===== config.mk =====
export PLATFORM = sky130hd
export DESIGN_NAME = sweep_execution_control
export DESIGN_NICKNAME = d
export VERILOG_FILES = /design/src/pkg/sweep_pkg.sv /design/src/core/pin_sync.sv /design/src/core/sweep_execution_control.sv
export VERILOG_INCLUDE_DIRS = /design/src /design/src/pkg
export SDC_FILE = /design/constraint.sdc
export NUM_CORES = 1
export LEC_CHECK = 0
export BUFFER_PORTS_ARGS = -buffer_cell sky130_fd_sc_hd__buf_2
export CORE_MARGIN = 3
export CORE_UTILIZATION = 35
export DETAILED_ROUTE_END_ITERATION = 12
export SYNTH_ARGS = -nofsm -noshare
export SYNTH_HDL_FRONTEND = slang
export SYNTH_HIERARCHICAL = 1
export SYNTH_SLANG_ARGS = --single-unit

===== constraint.sdc =====
create_clock -name i_sys_clk -period 8.1 [get_ports i_sys_clk]
set_input_delay 1.62 -clock i_sys_clk [delete_from_list [all_inputs] [get_ports i_sys_clk]]
set_output_delay 1.62 -clock i_sys_clk [all_outputs]
set_load 0.05 [all_outputs]

===== src/pkg/sweep_cfg.svh =====
// Constants for the sweep execution and source power control block.
// Assumes a 10 MHz system clock; included by the package and the modules.
`ifndef SWEEP_CFG_SVH
`define SWEEP_CFG_SVH

// Clock
`define SYS_CLK_HZ          10_000_000

// Data widths
`define GROUP_CNT_W         16
`define SETTING_W           16
`define POWER_W             16
`define POS_W               16
`define ERR_PINS            3

// Settings store
`define CHAN_NUM            2
`define SETTING_NUM         4
`define SETTING_ADDR_W      2
`define SETTING_COUPLED     4'h0003

// Error pin positions
`define ERR_OVERLOAD_BIT    0
`define ERR_LOCK_LOST_BIT   1
`define ERR_NO_SIGNAL_BIT   2

// Preset values: power in 0.01 dBm, slope in 0.01 dB/GHz
`define PRESET_POWER_CDBM   16'h03E8
`define PRESET_SLOPE_CDB    16'h0000
`define PRESET_SLOPE_EN     1'b0
`define PRESET_GROUP_CNT    16'h0000
`define SETTING_RESET       16'h0000

// Sweep position is in units of 1/1024 GHz
`define POS_FRAC_BITS       10

`endif


===== src/pkg/sweep_pkg.sv =====
// Types for the sweep execution and source power control block.
// Relies on sweep_cfg.svh for all widths except those of the two enums.
`include "sweep_cfg.svh"

package sweep_pkg;

  // Run mode, one-hot
  typedef enum logic [2:0]
  {
    RUN_CONT    = 3'b001,
    RUN_HOLD    = 3'b010,
    RUN_COUNTED = 3'b100
  } run_state_type;

  // Sweep kind reported by the stimulus engine
  typedef enum logic [1:0]
  {
    SWEEP_RAMP = 2'b00,
    SWEEP_STEP = 2'b01,
    SWEEP_LIST = 2'b10
  } sweep_kind_type;

  typedef struct packed
  {
    logic [`ERR_PINS-1:0] stage1;
    logic [`ERR_PINS-1:0] stage2;
    logic [`ERR_PINS-1:0] stage3;
    logic [`ERR_PINS-1:0] level;
  } sync_state_type;

  typedef struct packed
  {
    run_state_type                                       run;
    logic [`GROUP_CNT_W-1:0]                             remaining;
    logic [`GROUP_CNT_W-1:0]                             done_groups;
    logic                                                restart;
    logic                                                group_done;
    logic                                                avg_complete;
    logic                                                hold_flag;
    logic                                                sweep_run;
    logic [`CHAN_NUM-1:0][`SETTING_NUM-1:0][`SETTING_W-1:0] settings;
    logic [`SETTING_W-1:0]                               set_rdata;
    logic signed [`POWER_W-1:0]                          base_power;
    logic signed [`POWER_W-1:0]                          slope;
    logic                                                slope_en;
    logic [`POS_W-1:0]                                   pos;
    logic signed [`POWER_W-1:0]                          src_power;
    logic [`ERR_PINS-1:0]                                errors;
  } ctl_state_type;

endpackage

===== src/core/pin_sync.sv =====
// Three-stage synchroniser with agreement filter for the receiver level pins.
// Pins are asynchronous to i_sys_clk; the level follows once stages 2 and 3 agree.
`timescale 1ns/1ps
`include "sweep_cfg.svh"

module pin_sync
(
  // Clock and reset
  input  wire logic                 i_sys_clk,
  input  wire logic                 i_nrst,
  // Pins and filtered level
  input  wire logic [`ERR_PINS-1:0] i_pins,
  output logic      [`ERR_PINS-1:0] o_level
);
  import sweep_pkg::*;

  sync_state_type s_q;
  sync_state_type s_d;

  always_comb
  begin
    s_d        = s_q;
    s_d.stage1 = i_pins;
    s_d.stage2 = s_q.stage1;
    s_d.stage3 = s_q.stage2;
    for (int i = 0; i < `ERR_PINS; i++)
    begin
      if (s_q.stage2[i] == s_q.stage3[i])
      begin
        s_d.level[i] = s_q.stage3[i];
      end
    end
  end

  always_ff @(posedge i_sys_clk or negedge i_nrst)
  begin
    if (!i_nrst)
    begin
      s_q <= '0;
    end
    else
    begin
      s_q <= s_d;
    end
  end

  assign o_level = s_q.level;

endmodule


===== src/core/sweep_execution_control.sv =====
// Sweep execution control: hold, single, counted and continuous runs,
// group and averaging completion, coupled channel settings, source power
// with slope, and latched receiver level errors.
// Assumes a sweep engine on i_sys_clk that pulses sweep start, point and done,
// and receiver level pins that are asynchronous.
//
// How it works
// - Hold stops new sweeps; settings still change and apply to held data.
// - Hold drives the hold indicator flag for the operator annotation.
// - Single request restarts, runs exactly one group, then enters hold.
// - A programmed group count runs that many groups, then holds.
// - Writing a group count forces an immediate measurement restart.
// - A group count is accepted in any state; nonzero restarts the counted run, zero holds.
// - Continuous mode sweeps without stopping and is the preset state.
// - A continuous request is honoured from every state.
// - Ramp with averaging is fully averaged after factor plus one groups.
// - Step or list sweep: each sweep is one group, averaging complete each.
// - Coupled settings written on one channel update both channels.
// - Preset sets source power to +10 dBm.
// - Errors stay latched until an explicit clear command.
// - Overload, lock lost and no signal are each raised for a high pin level.
// - Slope adds a signed dB/GHz offset growing with sweep frequency.
// - Each sweep starts at base power, offset ramps as the sweep advances.
// - Preset disables power slope.
`timescale 1ns/1ps
`include "sweep_cfg.svh"

module sweep_execution_control
(
  // Clock and reset
  input  wire logic                         i_sys_clk,
  input  wire logic                         i_nrst,
  // Operator commands, one-cycle pulses
  input  wire logic                         i_preset,
  input  wire logic                         i_hold_req,
  input  wire logic                         i_single_req,
  input  wire logic                         i_cont_req,
  input  wire logic                         i_group_count_wr,
  input  wire logic [`GROUP_CNT_W-1:0]      i_group_count_entry,
  // Averaging and sweep kind
  input  wire sweep_pkg::sweep_kind_type    i_sweep_kind,
  input  wire logic                         i_avg_en,
  input  wire logic [`GROUP_CNT_W-1:0]      i_avg_factor,
  // Sweep engine events
  input  wire logic                         i_sweep_start,
  input  wire logic                         i_sweep_point,
  input  wire logic [`POS_W-1:0]            i_sweep_pos,
  input  wire logic                         i_sweep_done,
  // Channel settings access
  input  wire logic                         i_set_wr,
  input  wire logic                         i_set_chan,
  input  wire logic [`SETTING_ADDR_W-1:0]   i_set_addr,
  input  wire logic [`SETTING_W-1:0]        i_set_wdata,
  // Source power and slope
  input  wire logic                         i_power_wr,
  input  wire logic signed [`POWER_W-1:0]   i_power_val,
  input  wire logic                         i_slope_wr,
  input  wire logic                         i_slope_en,
  input  wire logic signed [`POWER_W-1:0]   i_source_power_slope,
  // Receiver level pins and error clear
  input  wire logic                         i_overload_pin,
  input  wire logic                         i_lock_lost_pin,
  input  wire logic                         i_no_signal_pin,
  input  wire logic                         i_err_clear,
  // Run status
  output logic                              o_sweep_run,
  output logic                              o_hold_flag,
  output logic                              o_restart,
  output logic                              o_group_done,
  output logic                              o_avg_complete,
  output logic [`GROUP_CNT_W-1:0]           o_groups_remaining,
  output sweep_pkg::run_state_type          o_run_state,
  // Settings read back
  output logic [`SETTING_W-1:0]             o_set_rdata,
  // Source drive
  output logic signed [`POWER_W-1:0]        o_src_power,
  output logic                              o_slope_active,
  // Latched errors
  output logic                              o_input_overload_error,
  output logic                              o_lock_lost_error,
  output logic                              o_no_signal_error
);
  import sweep_pkg::*;

  ctl_state_type s_q;
  ctl_state_type s_d;

  // Power-up state: continuous run at preset power, slope off, nothing latched
  localparam ctl_state_type RESET_STATE =
  '{
    run:          RUN_CONT,
    remaining:    `PRESET_GROUP_CNT,
    done_groups:  '0,
    restart:      1'b0,
    group_done:   1'b0,
    avg_complete: 1'b0,
    hold_flag:    1'b0,
    sweep_run:    1'b1,
    settings:     '0,
    set_rdata:    '0,
    base_power:   `PRESET_POWER_CDBM,
    slope:        `PRESET_SLOPE_CDB,
    slope_en:     `PRESET_SLOPE_EN,
    pos:          '0,
    src_power:    `PRESET_POWER_CDBM,
    errors:       '0
  };

  logic [`ERR_PINS-1:0] level;

  // Coupling lookup for a setting index
  function automatic logic is_coupled(input logic [`SETTING_ADDR_W-1:0] addr);
    logic [`SETTING_NUM-1:0] mask;
    mask = `SETTING_NUM'(`SETTING_COUPLED);
    return mask[addr];
  endfunction

  // Groups needed before the trace counts as fully averaged
  function automatic logic [`GROUP_CNT_W-1:0] groups_to_average(
    input sweep_kind_type            kind,
    input logic                      avg_en,
    input logic [`GROUP_CNT_W-1:0]   factor
  );
    logic [`GROUP_CNT_W-1:0] n;
    n = `GROUP_CNT_W'(1);
    if (kind == SWEEP_RAMP && avg_en)
    begin
      n = factor + `GROUP_CNT_W'(1);
    end
    return n;
  endfunction

  pin_sync u_pin_sync
  (
    .i_sys_clk (i_sys_clk),
    .i_nrst    (i_nrst),
    .i_pins    ({i_no_signal_pin, i_lock_lost_pin, i_overload_pin}),
    .o_level   (level)
  );

  logic signed [2*`POWER_W:0]   slope_prod;
  logic signed [`POWER_W-1:0]   slope_offset;
  logic                         group_end;
  logic [`GROUP_CNT_W-1:0]      need_groups;

  always_comb
  begin
    s_d             = s_q;
    s_d.restart     = 1'b0;
    s_d.group_done  = 1'b0;
    slope_prod      = '0;
    slope_offset    = '0;
    group_end       = 1'b0;
    need_groups     = groups_to_average(i_sweep_kind, i_avg_en, i_avg_factor);

    // A sweep completed while running closes a group in all sweep kinds
    group_end = i_sweep_done && s_q.sweep_run;

    // Run mode selection, preset first
    if (i_preset)
    begin
      s_d.run         = RUN_CONT;
      s_d.remaining   = `PRESET_GROUP_CNT;
      s_d.done_groups = '0;
      s_d.restart     = 1'b1;
    end
    else if (i_group_count_wr)
    begin
      s_d.remaining   = i_group_count_entry;
      s_d.done_groups = '0;
      s_d.restart     = 1'b1;
      if (i_group_count_entry == '0)
      begin
        s_d.run = RUN_HOLD;
      end
      else
      begin
        s_d.run = RUN_COUNTED;
      end
    end
    else if (i_single_req)
    begin
      s_d.run         = RUN_COUNTED;
      s_d.remaining   = `GROUP_CNT_W'(1);
      s_d.done_groups = '0;
      s_d.restart     = 1'b1;
    end
    else if (i_cont_req)
    begin
      s_d.run = RUN_CONT;
      // Leaving hold starts a fresh measurement
      if (s_q.run == RUN_HOLD)
      begin
        s_d.restart     = 1'b1;
        s_d.done_groups = '0;
      end
    end
    else if (i_hold_req)
    begin
      s_d.run = RUN_HOLD;
    end
    // A command in the same cycle takes precedence over a sweep end
    else if (group_end)
    begin
      s_d.group_done = 1'b1;
      if (s_q.done_groups != '1)
      begin
        s_d.done_groups = s_q.done_groups + `GROUP_CNT_W'(1);
      end
      case (s_q.run)
        RUN_COUNTED:
        begin
          s_d.remaining = s_q.remaining - `GROUP_CNT_W'(1);
          if (s_q.remaining <= `GROUP_CNT_W'(1))
          begin
            s_d.remaining = '0;
            s_d.run       = RUN_HOLD;
          end
        end
        RUN_CONT:
        begin
          s_d.run = RUN_CONT;
        end
        RUN_HOLD:
        begin
          s_d.run = RUN_HOLD;
        end
        default:
        begin
          s_d.run = RUN_HOLD;
        end
      endcase
    end

    // No new sweeps in hold; indicator follows the mode
    s_d.sweep_run = (s_d.run != RUN_HOLD);
    s_d.hold_flag = (s_d.run == RUN_HOLD);

    // Averaging completion
    if (s_d.restart)
    begin
      s_d.avg_complete = 1'b0;
    end
    else
    begin
      s_d.avg_complete = (s_d.done_groups >= need_groups);
    end

    // Channel settings; allowed in any mode including hold
    if (i_preset)
    begin
      s_d.settings = '0;
    end
    else if (i_set_wr)
    begin
      s_d.settings[i_set_chan][i_set_addr] = i_set_wdata;
      if (is_coupled(i_set_addr))
      begin
        s_d.settings[~i_set_chan][i_set_addr] = i_set_wdata;
      end
    end
    // Read back lags a write by one edge
    s_d.set_rdata = s_q.settings[i_set_chan][i_set_addr];

    // Base power and slope settings
    if (i_preset)
    begin
      s_d.base_power = `PRESET_POWER_CDBM;
      s_d.slope      = `PRESET_SLOPE_CDB;
      s_d.slope_en   = `PRESET_SLOPE_EN;
    end
    else
    begin
      if (i_power_wr)
      begin
        s_d.base_power = i_power_val;
      end
      if (i_slope_wr)
      begin
        s_d.slope    = i_source_power_slope;
        s_d.slope_en = i_slope_en;
      end
    end

    // Sweep position; a new sweep starts from zero offset
    if (i_sweep_start || s_d.restart)
    begin
      s_d.pos = '0;
    end
    else if (i_sweep_point)
    begin
      s_d.pos = i_sweep_pos;
    end

    // Offset = slope * position, position in 1/1024 GHz
    slope_prod   = s_q.slope * $signed({1'b0, s_q.pos});
    slope_offset = slope_prod[`POS_FRAC_BITS +: `POWER_W];
    if (s_q.slope_en)
    begin
      s_d.src_power = s_q.base_power + slope_offset;
    end
    else
    begin
      s_d.src_power = s_q.base_power;
    end

    // Latched errors: set wins over clear
    if (i_err_clear)
    begin
      s_d.errors = '0;
    end
    s_d.errors = s_d.errors | level;
  end

  always_ff @(posedge i_sys_clk or negedge i_nrst)
  begin
    if (!i_nrst)
    begin
      s_q <= RESET_STATE;
    end
    else
    begin
      s_q <= s_d;
    end
  end

  // Outputs straight from state flops
  assign o_sweep_run            = s_q.sweep_run;
  assign o_hold_flag            = s_q.hold_flag;
  assign o_restart              = s_q.restart;
  assign o_group_done           = s_q.group_done;
  assign o_avg_complete         = s_q.avg_complete;
  assign o_groups_remaining     = s_q.remaining;
  assign o_run_state            = s_q.run;
  assign o_set_rdata            = s_q.set_rdata;
  assign o_src_power            = s_q.src_power;
  assign o_slope_active         = s_q.slope_en;
  assign o_input_overload_error = s_q.errors[`ERR_OVERLOAD_BIT];
  assign o_lock_lost_error      = s_q.errors[`ERR_LOCK_LOST_BIT];
  assign o_no_signal_error      = s_q.errors[`ERR_NO_SIGNAL_BIT];

endmodule


After elaboration in Yosys (flattened, before gate mapping)

Cells that the tools add are included.

Flip-flop bits (word level): 264
Input port bits: 120
Output and inout bits: 60
Logic and storage cells: 118

Add/sub/neg operators: 4
Multipliers: 1
$lt $le $gt $ge: 8
Equal/unequal tests: 11
Muxes and demuxes: 48
Bitwise operators: 2
Reductions and logical operators: 15

Operators by type and width:

| cell                    | number |
|---|---|
| $mux W128               | 3 |
| $bwmux W128             | 2 |
| $mux W64                | 4 |
| $mux W16                | 11 |
| $demux W64 S1           | 2 |
| $mux W36                | 3 |
| $mux W35                | 1 |
| $mux W17                | 2 |
| $mux W33                | 1 |
| $add A16 B1 Y16 const B | 2 |
| $bmux W16 S2            | 1 |
| $demux W16 S2           | 1 |
| $mux W32                | 1 |
| $mul A16 B17 Y26        | 1 |
| $mux W19                | 1 |
| $add A16 B16 Y16        | 1 |
| $ge A16 B16 Y1          | 1 |
| $le A16 B1 Y1 const B   | 1 |
| $logic_not A16 Y1       | 1 |
| $ne A16 B16 Y1 const B  | 1 |
| $sub A16 B1 Y16 const B | 1 |
| $mux W3                 | 4 |
| $mux W1                 | 9 |
| $reduce_bool A2 Y1      | 4 |
| 20 further kinds        | 30 |

Depth between registers and ports, before layout

Word-level depth: 11
Mapped depth: 32
Depth with buffers taken out: 30

Modules after synthesis

The synthesis kept the hierarchy.

By module, submodules not included:

| module                  | times used | cells an instance | area each (sq um) | seq. area each (sq um) |
|---|---|---|---|---|
| sweep_execution_control | 1          | 2132              | 20254.4           | 6323.6 |
| pin_sync                | 1          | 18                | 356.6             | 300.3 |

Worst setup path before layout

No wires, ideal clock.

Path kind: register to register
From: reg s_q[37] (netlist bit)
To: reg s_q, in the netlist o_src_power[15]
Library setup time: 122 ps
Arrival time: 7041 ps
Data required time: 7978 ps
Slack: 937 ps
Cell stages (with the launch flop): 30
Buffers on the path: 2
Clock period less this slack: 7163 ps
Cell sequence: dfrtp_1 > clkbuf_1 > clkbuf_1 > nand2_1 > fa_1 > fa_1 > fa_1 > fa_1 > inv_1 > fa_1 > inv_1 > fa_1 > inv_1 > ha_1 > a211oi_1 > nor2_1 > a211o_1 > o221ai_1 > nand2b_1 > a21oi_1 > xnor2_1 > ha_1 > a21o_1 > a31oi_1 > o31a_1 > o21ai_1 > xnor2_1 > nand3_1 > and3b_1 > xor2_1

RTL lines:

| element                | RTL line                       | text |
|---|---|---|
| from (decl)            | sweep_execution_control.sv:85  | `ctl_state_type s_q;` |
| from (signal assigned) | sweep_execution_control.sv:319 | `s_q <= RESET_STATE;` |
| from (signal assigned) | sweep_execution_control.sv:323 | `s_q <= s_d;` |

==> results.rst <==
.. list-table::
   :header-rows: 1

   * - Metric
     - Value
   * - Status
     - finished, final reports clean
   * - Leading cell types by count after synthesis
     - 346 x sky130_fd_sc_hd__nand2_1, 250 x sky130_fd_sc_hd__dfrtp_1, 246 x sky130_fd_sc_hd__inv_1
   * - Yosys cell types
     - 60
   * - Cell area power density
     - 152.8 mW/mm^2
   * - Nature of the critical path endpoint
     - flip-flop
   * - Clock input transition at the sequential cells of the worst setup and hold paths
     - about 0.060 ns
   * - CP startpoint
     - s_q[41]
   * - HPWL after DPL
     - 39480 microns
   * - Data arrival time of the critical path
     - 7.94 ns
   * - Final number of setup-violating endpoints
     - 0
   * - Effective utilization at floorplan
     - 35.52%
   * - Number of global-route vias before repair
     - ~16k
   * - First-pass GRT wire length
     - 88800 microns
   * - Number of top-level design ports
     - 180
   * - Delay of the slowest cell on the worst path
     - 0.58 ns
   * - Via/cell ratio
     - 5.117
   * - Max-slew headroom at the worst pin
     - ~25%
   * - Critical path class
     - flip-flop to flip-flop
   * - Largest area contributor in the synthesized netlist
     - sky130_fd_sc_hd__dfrtp_1
   * - Register area
     - 0.006629 sq mm
   * - Overall global routing resource usage
     - between 10% and 20%
   * - Wire length after detailed routing
     - 54560 microns
   * - Total standard cell area after synthesis
     - around 0.02 sq mm
   * - Floorplan die area
     - 0.06184 sq mm
   * - Postcts setup bufs
     - 0
   * - Hold Vio Cnt, Final
     - 0
   * - Endpoint required time on the critical path
     - 8.52 ns
   * - CTS resizes
     - 0
   * - Top fanout value on the critical path
     - 17
   * - Die X-Extent
     - approximately 250 microns
   * - Drt first pass iters
     - 5
   * - Setup crit start kind
     - flip-flop
   * - Share of the synthesized area in the top cell type
     - 30.35%
   * - Total power consumption of the routed design
     - 0.003532 W
   * - Cell with the most instances after synthesis
     - sky130_fd_sc_hd__nand2_1
   * - Post-route fraction of the period consumed by the critical path
     - 92.82%
   * - Area of the multi-input gates
     - 0.01225 sq mm
   * - Core Region
     - 0.05803 sq mm
   * - Number of hold-repair buffers added at the cts stage
     - 0
   * - Top area cells in the synthesized netlist
     - sky130_fd_sc_hd__dfrtp_1 30%, sky130_fd_sc_hd__fa_1 18%, sky130_fd_sc_hd__ha_1 7.3%, sky130_fd_sc_hd__nand2_1 6.3%, sky130_fd_sc_hd__inv_1 4.5%
   * - Crit-path most repeated cell
     - sky130_fd_sc_hd__fa_1
   * - Peak ir drop on the vdd network
     - 184.6 uV
   * - Ys flop type
     - sky130_fd_sc_hd__dfrtp_1
   * - Average instance area after synthesis
     - 9.587 sq um
   * - Routed wirelength normalized by instance count
     - 18.04 microns
   * - Clock Root Buffer
     - sky130_fd_sc_hd__clkbuf_16
   * - RSZ-0062 raised after global routing
     - no
   * - Setup Skew
     - around 0.025 ns
   * - Number of fillers in the final layout
     - 5674
   * - Kind of path behind the tightest hold check
     - flip-flop to flip-flop
   * - Synth-to-layout area growth
     - 12.13%
   * - Layout Nets
     - 2651
   * - TritonCTS sink count
     - between 200 and 300
   * - Syn nets
     - 2572
   * - Maximum clock frequency
     - 133.0 MHz
   * - TritonCTS buffer count
     - 35
   * - Total grt overflow
     - 0
   * - Number of storage elements in the synthesis netlist
     - about 260
   * - Master of the slowest instance on the critical path
     - sky130_fd_sc_hd__dfrtp_1
   * - Count of port buffers added during placement
     - 179
   * - Number of H-tree levels
     - 2
   * - Final min period
     - 7.519 ns
   * - Antenna violations before repair
     - 7
   * - Antenna viol nets, final
     - 0
   * - Clock tree from TritonCTS
     - yes
   * - Share of the yosys chip area belonging to registers
     - about a third
   * - Count of final max-slew check failures
     - 0
   * - Number of DRC violations after detailed routing
     - 0
   * - Ratio of cells with drive above 1 in the final layout
     - 16.05%
   * - Maximum root-to-sink buffer count
     - 3
   * - Worst Hold Launch
     - u_pin_sync/s_d[8]
   * - Final GP Congestion
     - 0.8831
   * - Count of vias placed by the detailed router
     - between 15k and 20k
   * - Post-synth EDFFs
     - 0
   * - Worst flop-to-flop path startpoint
     - s_q[41]
   * - Worst Max-Slew Pin Slew
     - around 1.1 ns
   * - Ys async rst share
     - 100.0%
   * - Count of warnings emitted by yosys
     - 6
   * - Die height
     - around 250 microns
   * - Number of max-capacitance violations reported
     - 0
   * - Final-layout setup total negative slack
     - 0 ns
   * - Worst-Skew Late Latency
     - 0.55 ns
   * - Number of standard cells after synthesis
     - roughly 2.2k
   * - Std-Cell Rows
     - 88
   * - P_leak
     - 11.18 nW
   * - Pin count of the biggest net entering global routing
     - 155
   * - Number of design-rule violations left by the first detailed-router iteration
     - 963
==> cells in the final DEF, fill, tap and decap left out, types with 103 or more instances in the layout <==
master,Yosys,final
sky130_fd_sc_hd__nand2_1,346,346
sky130_fd_sc_hd__inv_1,246,246
sky130_fd_sc_hd__dfrtp_1,250,246
sky130_fd_sc_hd__fa_1,182,182
sky130_fd_sc_hd__buf_2,4,177
sky130_fd_sc_hd__a21oi_1,120,120
sky130_fd_sc_hd__ha_1,120,120
sky130_fd_sc_hd__and2_1,107,107
sky130_fd_sc_hd__nor2_1,108,103
==> stage by stage <==
step	utilization [%]	hold WS (ns)	cell area, sq um	cells	worst slack [ns]
detailed placement	37.74	0.3358	21900	2957	0.3700
global route	39.82	0.3518	23110	3023	0.06398
floorplan	-	0.3312	20610	2150	0.9368
CTS	39.79	0.3485	23090	3020	0.3185
finish	39.83	0.3460	23110	3025	0.5814
global placement	37.74	0.3323	21900	2957	0.5378
==> power by group <==
part | internal (W) | leakage, nW | total (W) | switching [W]
clock | 0.000967 | 0.577 | 0.00160 | 0.000631
combinational | 0.000174 | 7.08 | 0.000507 | 0.000332
sequential | 0.00137 | 3.52 | 0.00143 | 0.0000535
total | 0.00252 | 11.2 | 0.00353 | 0.00102
==> critical path: cells and delay by family, from the launching register on <==
kind	cells	cell delay, ns
AOI/OAI and AO/OA	9	1.81
DFF	1	0.58
xor gates and xnor gates	3	0.49
buffers and inverters	4	0.21
adders and majority gates	8	3.62
and+or+nand+nor	4	0.68
==> state kept, by name, indices dropped and copies added (netlist names) <==
register	flops
o_groups_remaining	16
o_src_power	16
o_run_state	3
o_group_done	1
u_pin_sync/s_q	3
o_hold_flag	1
o_restart	1
o_set_rdata	16
o_lock_lost_error	1
u_pin_sync/o_level	3
u_pin_sync/s_d	6
o_input_overload_error	1
o_sweep_run	1
o_slope_active	1
o_avg_complete	1
o_no_signal_error	1
s_q	192
==> layer usage <==
layer | part of all wire [%] | GRT usage (%) | wire [microns]
met1 | 40 | 21.92 | 21990
met2 | 52 | 31.08 | 28230
met3 | 4.7 | 3.033 | 2578
met4 | 3.2 | 6.303 | 1736
met5 | 0.053 | 0 | 29
==> final timing paths <==
kind / end / slack (ns) / cells past startpoint
hold / removal: u_pin_sync/s_d[5] / 0.35 / 0
setup reg to reg: o_src_power[15] / 0.58 / 28
setup / recovery: o_src_power[15] / 0.58 / 28
min in group asynchronous: o_lock_lost_error / 1.13 / 1
max in group asynchronous: s_q[231] / 5.63 / 2
hold reg to reg: u_pin_sync/s_d[5] / 0.35 / 0
==> layout make-up <==
cell class                 count  share of cell area [%]
antenna                        5                 0.05414
timing repair buffer         209                   4.959
multi-input combinational   1472                   53.00
sequential                   264                   28.68
clock inverter                13                  0.8175
tap                          765                   4.142
clock buffer                  50                   4.337
inverter                     247                   4.012
==> logic make-up after synthesis <==
family | synth area share [%]
compound gates | 10.02
xor+xnor | 2.507
fa+ha+maj | 25.13
buf+inv | 8.632
flops | 32.14
mux | 6.386
simple gates | 15.19
(Power assumes the default switching activity.)
